[config.mk]
export PLATFORM = sky130hd
export DESIGN_NAME = uabw_dev_flat
export DESIGN_NICKNAME = d
export VERILOG_FILES = /design/src/core/uabw_pkg.sv /design/src/core/uabw_if.sv /design/src/core/uabw_dev.sv /design/src/core/uabw_tick.sv /design/src/flat_wrapper.sv
export SDC_FILE = /design/constraint.sdc
export NUM_CORES = 1
export LEC_CHECK = 0
export ABC_AREA = 1
export ABC_CLOCK_PERIOD_IN_PS = 1400
export BUFFER_PORTS_ARGS = -buffer_cell sky130_fd_sc_hd__buf_4
export CAP_MARGIN = 15
export CORE_UTILIZATION = 53
export CTS_CLUSTER_DIAMETER = 60
export DETAILED_ROUTE_END_ITERATION = 7
export GPL_ROUTABILITY_DRIVEN = 0
export GPL_TIMING_DRIVEN = 1
export PLACE_DENSITY = 0.83
export SLEW_MARGIN = 20
export SYNTH_ARGS = -nofsm -noshare
export SYNTH_HDL_FRONTEND = slang
export SYNTH_SLANG_ARGS = --single-unit
[constraint.sdc]
create_clock -name core_clk -period 1.4 [get_ports core_clk]
set_input_delay 0.28 -clock core_clk [delete_from_list [all_inputs] [get_ports core_clk]]
set_output_delay 0.28 -clock core_clk [all_outputs]
set_load 0.005 [all_outputs]
[src/core/uabw_pkg.sv]
package uabw_pkg;
  // clock and tick dividers (core_clk is the oscillator)
  localparam int DIV_HH     = 4;   // base divider, both speed bits
  localparam int DIV_ONE    = 16;  // base divider, one speed bit
  localparam int DIV_NONE   = 64;  // base divider, no speed bit
  localparam int ABD_RATIO  = 8;   // measuring clock is base divided by this
  localparam int OVS        = 16;  // ticks per bit in receiver/transmitter
  localparam int BREAK_ZEROS = 12; // zero bits after the start bit
  localparam int RISE_COUNT  = 5;  // rising edges of the sync byte
  localparam logic [15:0] ABD_START = 16'h0001; // measure begins at one
  localparam logic [15:0] DIV_RST   = 16'h0000;
  localparam logic [7:0]  BYTE_RST  = 8'h00;
  localparam logic [7:0]  SYNC_BYTE = 8'h55;
  // register map (word offsets, byte address = offset)
  localparam logic [3:0] OFS_CTRL   = 4'h0;  // control bits
  localparam logic [3:0] OFS_STAT   = 4'h4;  // status bits
  localparam logic [3:0] OFS_DIV    = 4'h8;  // divisor pair
  localparam logic [3:0] OFS_TXDATA = 4'hC;  // transmit data (write)
  localparam logic [3:0] OFS_RXDATA = 4'hC;  // receive data (read)
  // control bit positions
  localparam int CB_TRANSMIT_ENABLE = 0;
  localparam int CB_SEND_BREAK_REQUEST = 1;
  localparam int CB_AUTOBAUD_ENABLE = 2;
  localparam int CB_WAKE = 3;
  localparam int CB_HSPD = 4;
  localparam int CB_WIDE = 5;
  localparam int CB_ENA = 6;
  localparam int CB_RXEN = 7;
  // status bit positions
  localparam int SB_RXIF = 0;
  localparam int SB_TXIF = 1;
  localparam int SB_SHIFT_EMPTY_FLAG = 2;
  localparam int SB_FRAMING_ERROR_FLAG = 3;
  localparam int SB_OVF = 4;
  localparam int SB_RIDL = 5;
endpackage

[src/core/uabw_if.sv]
`timescale 1ns/1ps
interface uabw_if;
  logic dev_tx;   // device drives the line toward the node
  logic node_tx;  // node drives the line toward the device
  modport dev  (input node_tx, output dev_tx);
  modport node (input dev_tx, output node_tx);
endinterface // uabw_if

[src/core/uabw_dev.sv]
// Added by the designer: the register addresses and the Avalon-MM slave port.
`timescale 1ns/1ps
// Behaviour
// - wake plus autobaud: measure byte after break
// - measuring counter starts at one
// - measure clock is base clock over eight
// - divisor pair forms one 16-bit counter
// - overflow flag when counter wraps early
// - after overflow count on to fifth edge
// - data read clears rx flag; overflow writable
// - overflow clear refused while autobaud enabled
// - wake only in asynchronous mode
// - wake armed: receiver idle, falling edge wakes
// - wake event raises receive flag
// - rising edge ends break, clears wake enable
// - nonzero char: first low is wake
// - node opens with long zero wake char
// - software checks receive idle before arming
// - break is start, twelve zeros, stop
// - data write with send-break starts break
// - send-break clears after stop bit
// - header is break then sync byte
// - transmit flag while data register empty
// - received break: flag, framing error, zero
// - shift-empty flag same during break
// - autobaud counts rising edges one to five
// - receiver idle during calibration
module uabw_dev
  import uabw_pkg::*;
(
  input  wire logic        core_clk,      // system clock
  input  wire logic        rst,           // sync reset, high
  input  wire logic        ce,            // clock enable
  input  wire logic [3:0]  avs_address,   // byte address
  input  wire logic        avs_read,      // read strobe
  input  wire logic        avs_write,     // write strobe
  input  wire logic [31:0] avs_writedata, // write data
  output logic [31:0]      avs_readdata,  // read data
  output logic             avs_waitrequest, // stall
  uabw_if.dev              lnk            // serial line
);
  // registers
  logic [7:0]  ctrl_r;
  logic        rxif_r, framing_error_flag_r, ovf_r, txif_r;
  logic [15:0] div_r;
  logic [7:0]  rxd_r, txbuf_r, tsr_r;
  logic        txbuf_full_r;
  logic        ack_r;
  logic        rx_s1_r, rx_s2_r, rx_prev_r;
  logic        send_brk_r;
  // transmitter state
  typedef enum logic [1:0] {TX_IDLE = 2'b00, TX_START = 2'b01, TX_DATA = 2'b10,
                            TX_STOP = 2'b11} uabw_tx_t;
  uabw_tx_t    tx_st_r;
  logic [3:0]  tx_bits_r, tx_ph_r;
  logic        tx_brk_r;
  // receiver state
  typedef enum logic [1:0] {RX_IDLE = 2'b00, RX_START = 2'b01, RX_DATA = 2'b10,
                            RX_STOP = 2'b11} uabw_rx_t;
  uabw_rx_t    rx_st_r;
  logic [3:0]  rx_bits_r, rx_ph_r;
  logic [7:0]  rsr_r;
  logic [2:0]  rise_r;
  logic        abd_run_r, abd_presc_wrap;
  logic [2:0]  abd_pre_r;
  logic        wake_hold_r;
  logic        bit_tick, rx_fall, rx_rise;
  logic [11:0] base_period;
  logic        wr_ctrl, wr_stat, wr_div, wr_tx, rd_rx;

  assign wr_ctrl = avs_write && ack_r && avs_address == OFS_CTRL;
  assign wr_stat = avs_write && ack_r && avs_address == OFS_STAT;
  assign wr_div  = avs_write && ack_r && avs_address == OFS_DIV;
  assign wr_tx   = avs_write && ack_r && avs_address == OFS_TXDATA;
  assign rd_rx   = avs_read && ack_r && avs_address == OFS_RXDATA;
  assign rx_fall = rx_prev_r && !rx_s2_r;
  assign rx_rise = !rx_prev_r && rx_s2_r;

  always_comb begin
    if (ctrl_r[CB_WIDE] && ctrl_r[CB_HSPD]) base_period = 12'(DIV_HH);
    else if (ctrl_r[CB_WIDE] || ctrl_r[CB_HSPD]) base_period = 12'(DIV_ONE);
    else base_period = 12'(DIV_NONE);
  end

  // base tick drives the measuring prescaler and the bit sampler
  uabw_tick #(.W(12)) u_base (
    .core_clk (core_clk),
    .rst      (rst),
    .ce       (ce),
    .clr      (!ctrl_r[CB_ENA]),
    .period   (base_period),
    .tick     (bit_tick)
  );
  // measuring clock is base tick over eight
  assign abd_presc_wrap = bit_tick && abd_pre_r == 3'(ABD_RATIO - 1);

  // bus handshake: one wait cycle, then answer; waitrequest idles high from a flop
  always_ff @(posedge core_clk) begin
    if (rst) begin
      ack_r           <= 1'b0;
      avs_waitrequest <= 1'b1;
    end else if (ce) begin
      ack_r           <= (avs_read || avs_write) && !ack_r;
      avs_waitrequest <= !((avs_read || avs_write) && !ack_r);
    end
  end
  always_ff @(posedge core_clk) begin
    if (rst) avs_readdata <= '0;
    else if (ce && avs_read && !ack_r) begin
      unique case (avs_address)
        OFS_CTRL:   avs_readdata <= {24'h000000, ctrl_r};
        OFS_STAT:   avs_readdata <= {26'h0000000, (rx_st_r == RX_IDLE), ovf_r, framing_error_flag_r,
                                     (tx_st_r == TX_IDLE && !txbuf_full_r), txif_r, rxif_r};
        OFS_DIV:    avs_readdata <= {16'h0000, div_r};
        OFS_RXDATA: avs_readdata <= {24'h000000, rxd_r};
        default:    avs_readdata <= '0;
      endcase
    end
  end

  // line synchroniser
  always_ff @(posedge core_clk) begin
    if (rst) begin
      rx_s1_r <= 1'b1;
      rx_s2_r <= 1'b1;
      rx_prev_r <= 1'b1;
    end else if (ce) begin
      rx_s1_r <= lnk.node_tx;
      rx_s2_r <= rx_s1_r;
      rx_prev_r <= rx_s2_r;
    end
  end

  // control register with hardware clears
  always_ff @(posedge core_clk) begin
    if (rst) ctrl_r <= '0;
    else if (ce) begin
      if (wr_ctrl) ctrl_r <= avs_writedata[7:0];
      // wake only in the asynchronous path, which is all we model
      if (ctrl_r[CB_WAKE] && wake_hold_r && rx_rise) ctrl_r[CB_WAKE] <= 1'b0;
      if (abd_run_r && rx_rise && rise_r == 3'(RISE_COUNT - 1)) ctrl_r[CB_AUTOBAUD_ENABLE] <= 1'b0;
      if (tx_brk_r && tx_st_r == TX_STOP && bit_tick && tx_ph_r == 4'(OVS - 2))
        ctrl_r[CB_SEND_BREAK_REQUEST] <= 1'b0;
      if (!ctrl_r[CB_ENA]) ctrl_r[CB_AUTOBAUD_ENABLE] <= 1'b0;
    end
  end

  // autobaud measurement
  always_ff @(posedge core_clk) begin
    if (rst || !ctrl_r[CB_ENA]) begin
      abd_run_r <= 1'b0;
      rise_r <= '0;
      abd_pre_r <= '0;
      div_r <= DIV_RST;
    end else if (ce) begin
      if (wr_div) div_r <= avs_writedata[15:0];
      if (bit_tick) abd_pre_r <= abd_pre_r + 3'h1;
      // wait out the break when wake is armed
      // first rise after start begins counting
      if (ctrl_r[CB_AUTOBAUD_ENABLE] && !ctrl_r[CB_WAKE] && !abd_run_r && rx_rise) begin
        abd_run_r <= 1'b1;
        rise_r <= 3'h1;
        div_r <= ABD_START;
        abd_pre_r <= '0;
      end else if (abd_run_r) begin
        if (abd_presc_wrap) div_r <= div_r + 16'h0001;
        if (rx_rise) begin
          rise_r <= rise_r + 3'h1;
          if (rise_r == 3'(RISE_COUNT - 1)) abd_run_r <= 1'b0;
        end
        if (!ctrl_r[CB_AUTOBAUD_ENABLE]) abd_run_r <= 1'b0;
      end
    end
  end

  // status flags; hardware set wins over clear
  always_ff @(posedge core_clk) begin
    if (rst || !ctrl_r[CB_ENA]) begin
      ovf_r <= 1'b0;
      rxif_r <= 1'b0;
    end else if (ce) begin
      if (wr_stat && !avs_writedata[SB_OVF] && !ctrl_r[CB_AUTOBAUD_ENABLE]) ovf_r <= 1'b0;
      if (rd_rx) rxif_r <= 1'b0;
      if (abd_run_r && abd_presc_wrap && div_r == 16'hFFFF) ovf_r <= 1'b1;
      if (abd_run_r && rx_rise && rise_r == 3'(RISE_COUNT - 1)) rxif_r <= 1'b1;
      // first low of any char counts
      if (ctrl_r[CB_WAKE] && !wake_hold_r && rx_fall) rxif_r <= 1'b1;
      if (rx_st_r == RX_STOP && bit_tick && rx_ph_r == 4'(OVS - 1)) rxif_r <= 1'b1;
    end
  end

  // wake monitor: falling edge armed the hold
  always_ff @(posedge core_clk) begin
    if (rst || !ctrl_r[CB_WAKE]) wake_hold_r <= 1'b0;
    // falling edge is the wake event
    else if (ce && rx_fall) wake_hold_r <= 1'b1;
  end

  // receiver, 16 ticks a bit, sampled mid-bit
  always_ff @(posedge core_clk) begin
    if (rst || !ctrl_r[CB_ENA] || !ctrl_r[CB_RXEN]) begin
      rx_st_r <= RX_IDLE;
      rx_ph_r <= '0;
      rx_bits_r <= '0;
      rsr_r <= BYTE_RST;
      rxd_r <= BYTE_RST;
      framing_error_flag_r <= 1'b0;
    end else if (ce) begin
      unique case (rx_st_r)
        // held idle under wake or calibration
        RX_IDLE: if (rx_fall && !ctrl_r[CB_WAKE] && !ctrl_r[CB_AUTOBAUD_ENABLE]) begin
          rx_st_r <= RX_START;
          rx_ph_r <= '0;
        end
        RX_START: if (bit_tick) begin
          rx_ph_r <= rx_ph_r + 4'h1;
          if (rx_ph_r == 4'(OVS / 2 - 1)) begin
            rx_ph_r <= '0;
            rx_bits_r <= '0;
            rx_st_r <= rx_s2_r ? RX_IDLE : RX_DATA;
          end
        end
        RX_DATA: if (bit_tick) begin
          rx_ph_r <= rx_ph_r + 4'h1;
          if (rx_ph_r == 4'(OVS - 1)) begin
            rsr_r <= {rx_s2_r, rsr_r[7:1]};
            rx_bits_r <= rx_bits_r + 4'h1;
            if (rx_bits_r == 4'h7) rx_st_r <= RX_STOP;
          end
        end
        RX_STOP: if (bit_tick) begin
          rx_ph_r <= rx_ph_r + 4'h1;
          // a full bit after the last data sample lands mid stop bit
          if (rx_ph_r == 4'(OVS - 1)) begin
            // low stop bit is framing error
            rxd_r <= rsr_r;
            framing_error_flag_r <= !rx_s2_r;
            rx_st_r <= RX_IDLE;
          end
        end
      endcase
    end
  end

  // transmit buffer and flag
  always_ff @(posedge core_clk) begin
    if (rst || !ctrl_r[CB_ENA]) begin
      txbuf_r <= BYTE_RST;
      txbuf_full_r <= 1'b0;
      txif_r <= 1'b1;
    end else if (ce) begin
      if (tx_st_r == TX_IDLE && txbuf_full_r && bit_tick) txbuf_full_r <= 1'b0;
      if (wr_tx && ctrl_r[CB_TRANSMIT_ENABLE]) begin
        txbuf_r <= avs_writedata[7:0];
        txbuf_full_r <= 1'b1;
      end
      txif_r <= !txbuf_full_r;
    end
  end

  // transmitter: one bit per sixteen ticks
  always_ff @(posedge core_clk) begin
    if (rst || !ctrl_r[CB_ENA]) begin
      tx_st_r <= TX_IDLE;
      tx_ph_r <= '0;
      tx_bits_r <= '0;
      tsr_r <= BYTE_RST;
      tx_brk_r <= 1'b0;
      lnk.dev_tx <= 1'b1;
    end else if (ce && bit_tick) begin
      tx_ph_r <= tx_ph_r + 4'h1;
      unique case (tx_st_r)
        TX_IDLE: begin
          lnk.dev_tx <= 1'b1;
          tx_ph_r <= '0;
          if (txbuf_full_r) begin
            tx_brk_r <= ctrl_r[CB_SEND_BREAK_REQUEST];
            tsr_r <= ctrl_r[CB_SEND_BREAK_REQUEST] ? BYTE_RST : txbuf_r;
            tx_st_r <= TX_START;
            lnk.dev_tx <= 1'b0;
          end
        end
        TX_START: if (tx_ph_r == 4'(OVS - 1)) begin
          tx_st_r <= TX_DATA;
          tx_bits_r <= '0;
          lnk.dev_tx <= tx_brk_r ? 1'b0 : tsr_r[0];
        end
        TX_DATA: if (tx_ph_r == 4'(OVS - 1)) begin
          tx_bits_r <= tx_bits_r + 4'h1;
          tsr_r <= {1'b0, tsr_r[7:1]};
          if (tx_bits_r == (tx_brk_r ? 4'(BREAK_ZEROS - 1) : 4'h7)) begin
            tx_st_r <= TX_STOP;
            lnk.dev_tx <= 1'b1;
          end else lnk.dev_tx <= tx_brk_r ? 1'b0 : tsr_r[1];
        end
        // next byte follows the break
        // idle tick supplies the last sixteenth of the stop bit
        TX_STOP: if (tx_ph_r == 4'(OVS - 2)) begin
          tx_st_r <= TX_IDLE;
          tx_brk_r <= 1'b0;
        end
      endcase
    end
  end
  // shift-empty reported the same for break (status read above)
endmodule // uabw_dev

[src/core/uabw_tick.sv]
`timescale 1ns/1ps
// divides the clock into one-cycle ticks of a chosen period
module uabw_tick #(
  parameter int W = 12
) (
  input  wire logic         core_clk, // system clock
  input  wire logic         rst,      // sync reset
  input  wire logic         ce,       // clock enable
  input  wire logic         clr,      // restart the period
  input  wire logic [W-1:0] period,   // cycles per tick
  output logic              tick      // one-cycle tick
);
  logic [W-1:0] cnt_r;
  // free count, tick on wrap
  always_ff @(posedge core_clk) begin
    if (rst || clr) begin
      cnt_r <= '0;
      tick  <= 1'b0;
    end else if (ce) begin
      tick  <= (cnt_r >= period - W'(1));
      cnt_r <= (cnt_r >= period - W'(1)) ? '0 : cnt_r + W'(1);
    end
  end
endmodule // uabw_tick

[src/flat_wrapper.sv]
// flat-port wrapper written by rule: the top's interface ports become plain ports
module uabw_dev_flat import uabw_pkg::*;
  (core_clk, rst, ce, avs_address, avs_read, avs_write, avs_writedata, avs_readdata, avs_waitrequest, lnk_node_tx, lnk_dev_tx);
  uabw_if lnk_i ();
  input  wire logic core_clk;
  input  wire logic rst;
  input  wire logic ce;
  input  wire logic [3:0] avs_address;
  input  wire logic avs_read;
  input  wire logic avs_write;
  input  wire logic [31:0] avs_writedata;
  output logic [31:0] avs_readdata;
  output logic avs_waitrequest;
  input wire logic [$bits(lnk_i.node_tx)-1:0] lnk_node_tx;
  output wire logic [$bits(lnk_i.dev_tx)-1:0] lnk_dev_tx;
  assign lnk_i.node_tx = lnk_node_tx;
  assign lnk_dev_tx = lnk_i.dev_tx;
  uabw_dev u_core (.core_clk(core_clk), .rst(rst), .ce(ce), .avs_address(avs_address), .avs_read(avs_read), .avs_write(avs_write), .avs_writedata(avs_writedata), .avs_readdata(avs_readdata), .avs_waitrequest(avs_waitrequest), .lnk(lnk_i));
endmodule
==> metrics.txt <==
status=finished, violations left; failing checks=DRC, setup timing; PortBufs=43; Die W=111.8 um; hold_buf cts=0; WS Path Type=flip-flop to flip-flop; DRC viols=58; worst min path class=primary input to flip-flop; unrepaired setup endpoints after global routing=yes; Final Routed Wirelength=22360 um; DR WL/cell=18.36 um; Final period util=114.1%; Yosys top cell area share=39.13%; metal2 WL=10740 um; DR iter-0 viols=961; CP max FO=5; initial core utilization=55.30%; first-pass GRT wire length=31080 um; CP endpoint kind=flip-flop; ant diodes=0; core area=11560 um2; CTS max path bufs=2; Internal=6.729 mW; Root Driver=clkbuf_16; commonest non-fill, non-tap cell in the layout=nand2_1; placed insts=1163; power per cell area=952.3 nW/um2; Comb pwr share=4.1%; IO Pins=76; antenna-violating nets left=0; worst skew pair latency=0.43 ns; Reg power frac=41.2%; Tmin final=1.597 ns; fraction of registers with async set/reset=0%; Worst Setup Start Kind=flip-flop; WP data required=1.76 ns; largest cells by area after synthesis=dfxtp_1, nand2_1, a21oi_1; Post-DP Area=7426 um2; CTS Sinks=125; post-synthesis area per instance=6.997 um2; Seq/Total Area, Yosys=39.13%; Finished Layout Cells=1218; Primary FF master, synth=dfxtp_1; Mapped Cells=914; Die Ht=111.8 um; Nets=1125; Netlist Area Pre-Place=6395 um2; Netlist cell types=43; # rows=39; Metal-1 WL=7994 um; H-tree levels=4; die area=12510 um2; CTS tree=built; PnR worst setup slack=-0.1970 ns; Sw Share=22.51%; final hold vios=0; Peak VDD IR=1.003 mV; YS warnings=0; max-capacitance violation count=0; leading area contributor after synthesis=dfxtp_1; FMAX=626.2 MHz; most frequent cells in the layout=nand2_1, buf_4, dfxtp_1; fin. max-slew vios=0; Post-synth EDFFs=0; largest net degree at the start of global routing=35; clock network fraction of total power=54.7%; DRT Pass-1 Iters=8; DR top layer=met4; Worst EP arrival=1.96 ns; GRT Util Overall=31.24%; initial antenna violation count=0; vias per cell=6.019; Leak Pwr=3.486 nW; routed via count=7331; layout overhead on the synthesized area=42.59%; CTS Buf Count=17; switching power=1.955 mW; Clock Pin Slew Worst Setup and Hold Paths=0.06 ns; Synth Register Bits=125; GRT Residual Overflow=0; Post-DP HPWL=11740 um; WL met3=2170 um; final setup fails=31; vias in the first global route=6560; final instance area=9119 um2; Layout Skew=0.008811 ns; share of cells above drive strength 1=35.63%
## synth_stat cells (4+ instances only)
cell type and number:
a21oi_1 99, a31oi_1 4, buf_1 4, buf_2 13
buf_4 18, clkbuf_1 8, dfxtp_1 125, ha_1 20
inv_1 88, inv_2 12, nand2_1 238, nand3_1 57
nand3b_1 4, nand4_1 17, nor2_1 68, nor2_4 5
nor3_1 9, o211ai_1 11, o21ai_0 56, o22ai_1 13
or2_2 4, xor2_1 9
## path summary, 6_finish.rpt
kind	from	to	slack [ns]	depth (start not counted)
setup / recovery	u_core.abd_pre_r[1]	u_core.div_r[15]	-0.20	9
hold / removal	lnk_node_tx	u_core.rx_s1_r	0.1	3
setup reg to reg	u_core.abd_pre_r[1]	u_core.div_r[15]	-0.20	9
hold reg to reg	u_core.u_base.cnt_r[7]	u_core.u_base.cnt_r[7]	0.46	2
## through the flow
step                      setup slack, ns  util, %  TNS (ns)  total power, mW  hold slack [ns]
after floorplan                   0.01083        -         0            3.834           0.4063
after global placement            -0.1070    64.21    -1.813            3.968           0.4289
after detailed placement          -0.1697    64.21    -3.706            3.972           0.4343
after CTS                        -0.06498    72.89  -0.06895            8.615          0.09885
after global routing              -0.3020    78.85    -4.312            8.869           0.1074
final                             -0.1970    78.85    -1.659            8.684          0.09920
## registers in the layout, summed over array words and instances, names as in the netlist, 2 cells and up, named ones only
name,cells
u_core.u_base.cnt_r,12
u_core.avs_readdata,16
u_core.txbuf_r,8
u_core.ctrl_r,8
u_core.tx_bits_r,4
u_core.rx_ph_r,4
u_core.tx_st_r,2
u_core.abd_pre_r,3
u_core.rsr_r,8
u_core.div_r,16
u_core.rx_bits_r,4
u_core.tx_ph_r,4
u_core.tsr_r,8
u_core.rise_r,3
u_core.rxd_r,8
## power groups by stage
stage	sequential [mW]	combinational, mW	clock, mW
after global routing	3.58	0.379	4.91
after CTS	3.58	0.321	4.72
after floorplan	3.66	0.177	0
after global placement	3.66	0.313	0
after detailed placement	3.66	0.316	0
final	3.58	0.360	4.75
## timing repair
item	4_1_cts	5_1_grt
pin swaps	20	62
endpoints found under the setup margin	57	85
resized for setup	80	177
setup buffers	8	11
cloned	4	2
## worst max-delay path, stage by stage, from the launching register on
cell and delay (ns):
dfxtp_2 0.36, ha_4 0.15, ha_4 0.13, nand3_4 0.12, buf_6 0.18, nor2_4 0.13
nand2_1 0.08, nand3_1 0.16, nand2_1 0.10, a21oi_2 0.13
## layout make-up
type | count | area, um2
inverter | 102 | 420.4
tap | 143 | 178.9
clock inverter | 13 | 191.4
clock buffer | 18 | 439.2
timing repair buffer | 159 | 1306
sequential | 125 | 2545
fill | 686 | 2446
timing repair inverter | 1 | 8.758
multi-input combinational | 657 | 4029
## kinds of logic (layout without fill, tap and decap cells)
| group | after synthesis | in the layout | share of synthesized area, % |
|---|---|---|---|
| flip-flops | 125 | 125 | 39.13 |
| AO/OA/AOI/OAI | 193 | 193 | 16.24 |
| other | 1 | 16 | 0.05864 |
| AND/OR/NAND/NOR | 417 | 418 | 28.92 |
| adder cells (fa/ha/maj) | 20 | 20 | 3.913 |
| buffers and inverters | 148 | 293 | 10.37 |
| XOR/XNOR | 10 | 10 | 1.370 |
## metal layers
layer  GRT usage [%]  vias up
met1           36.66     3371
met5               0        -
met3           6.913      162
li1                -     3283
met4           16.85        0
met2           53.08      515
(Power assumes the default switching activity.)
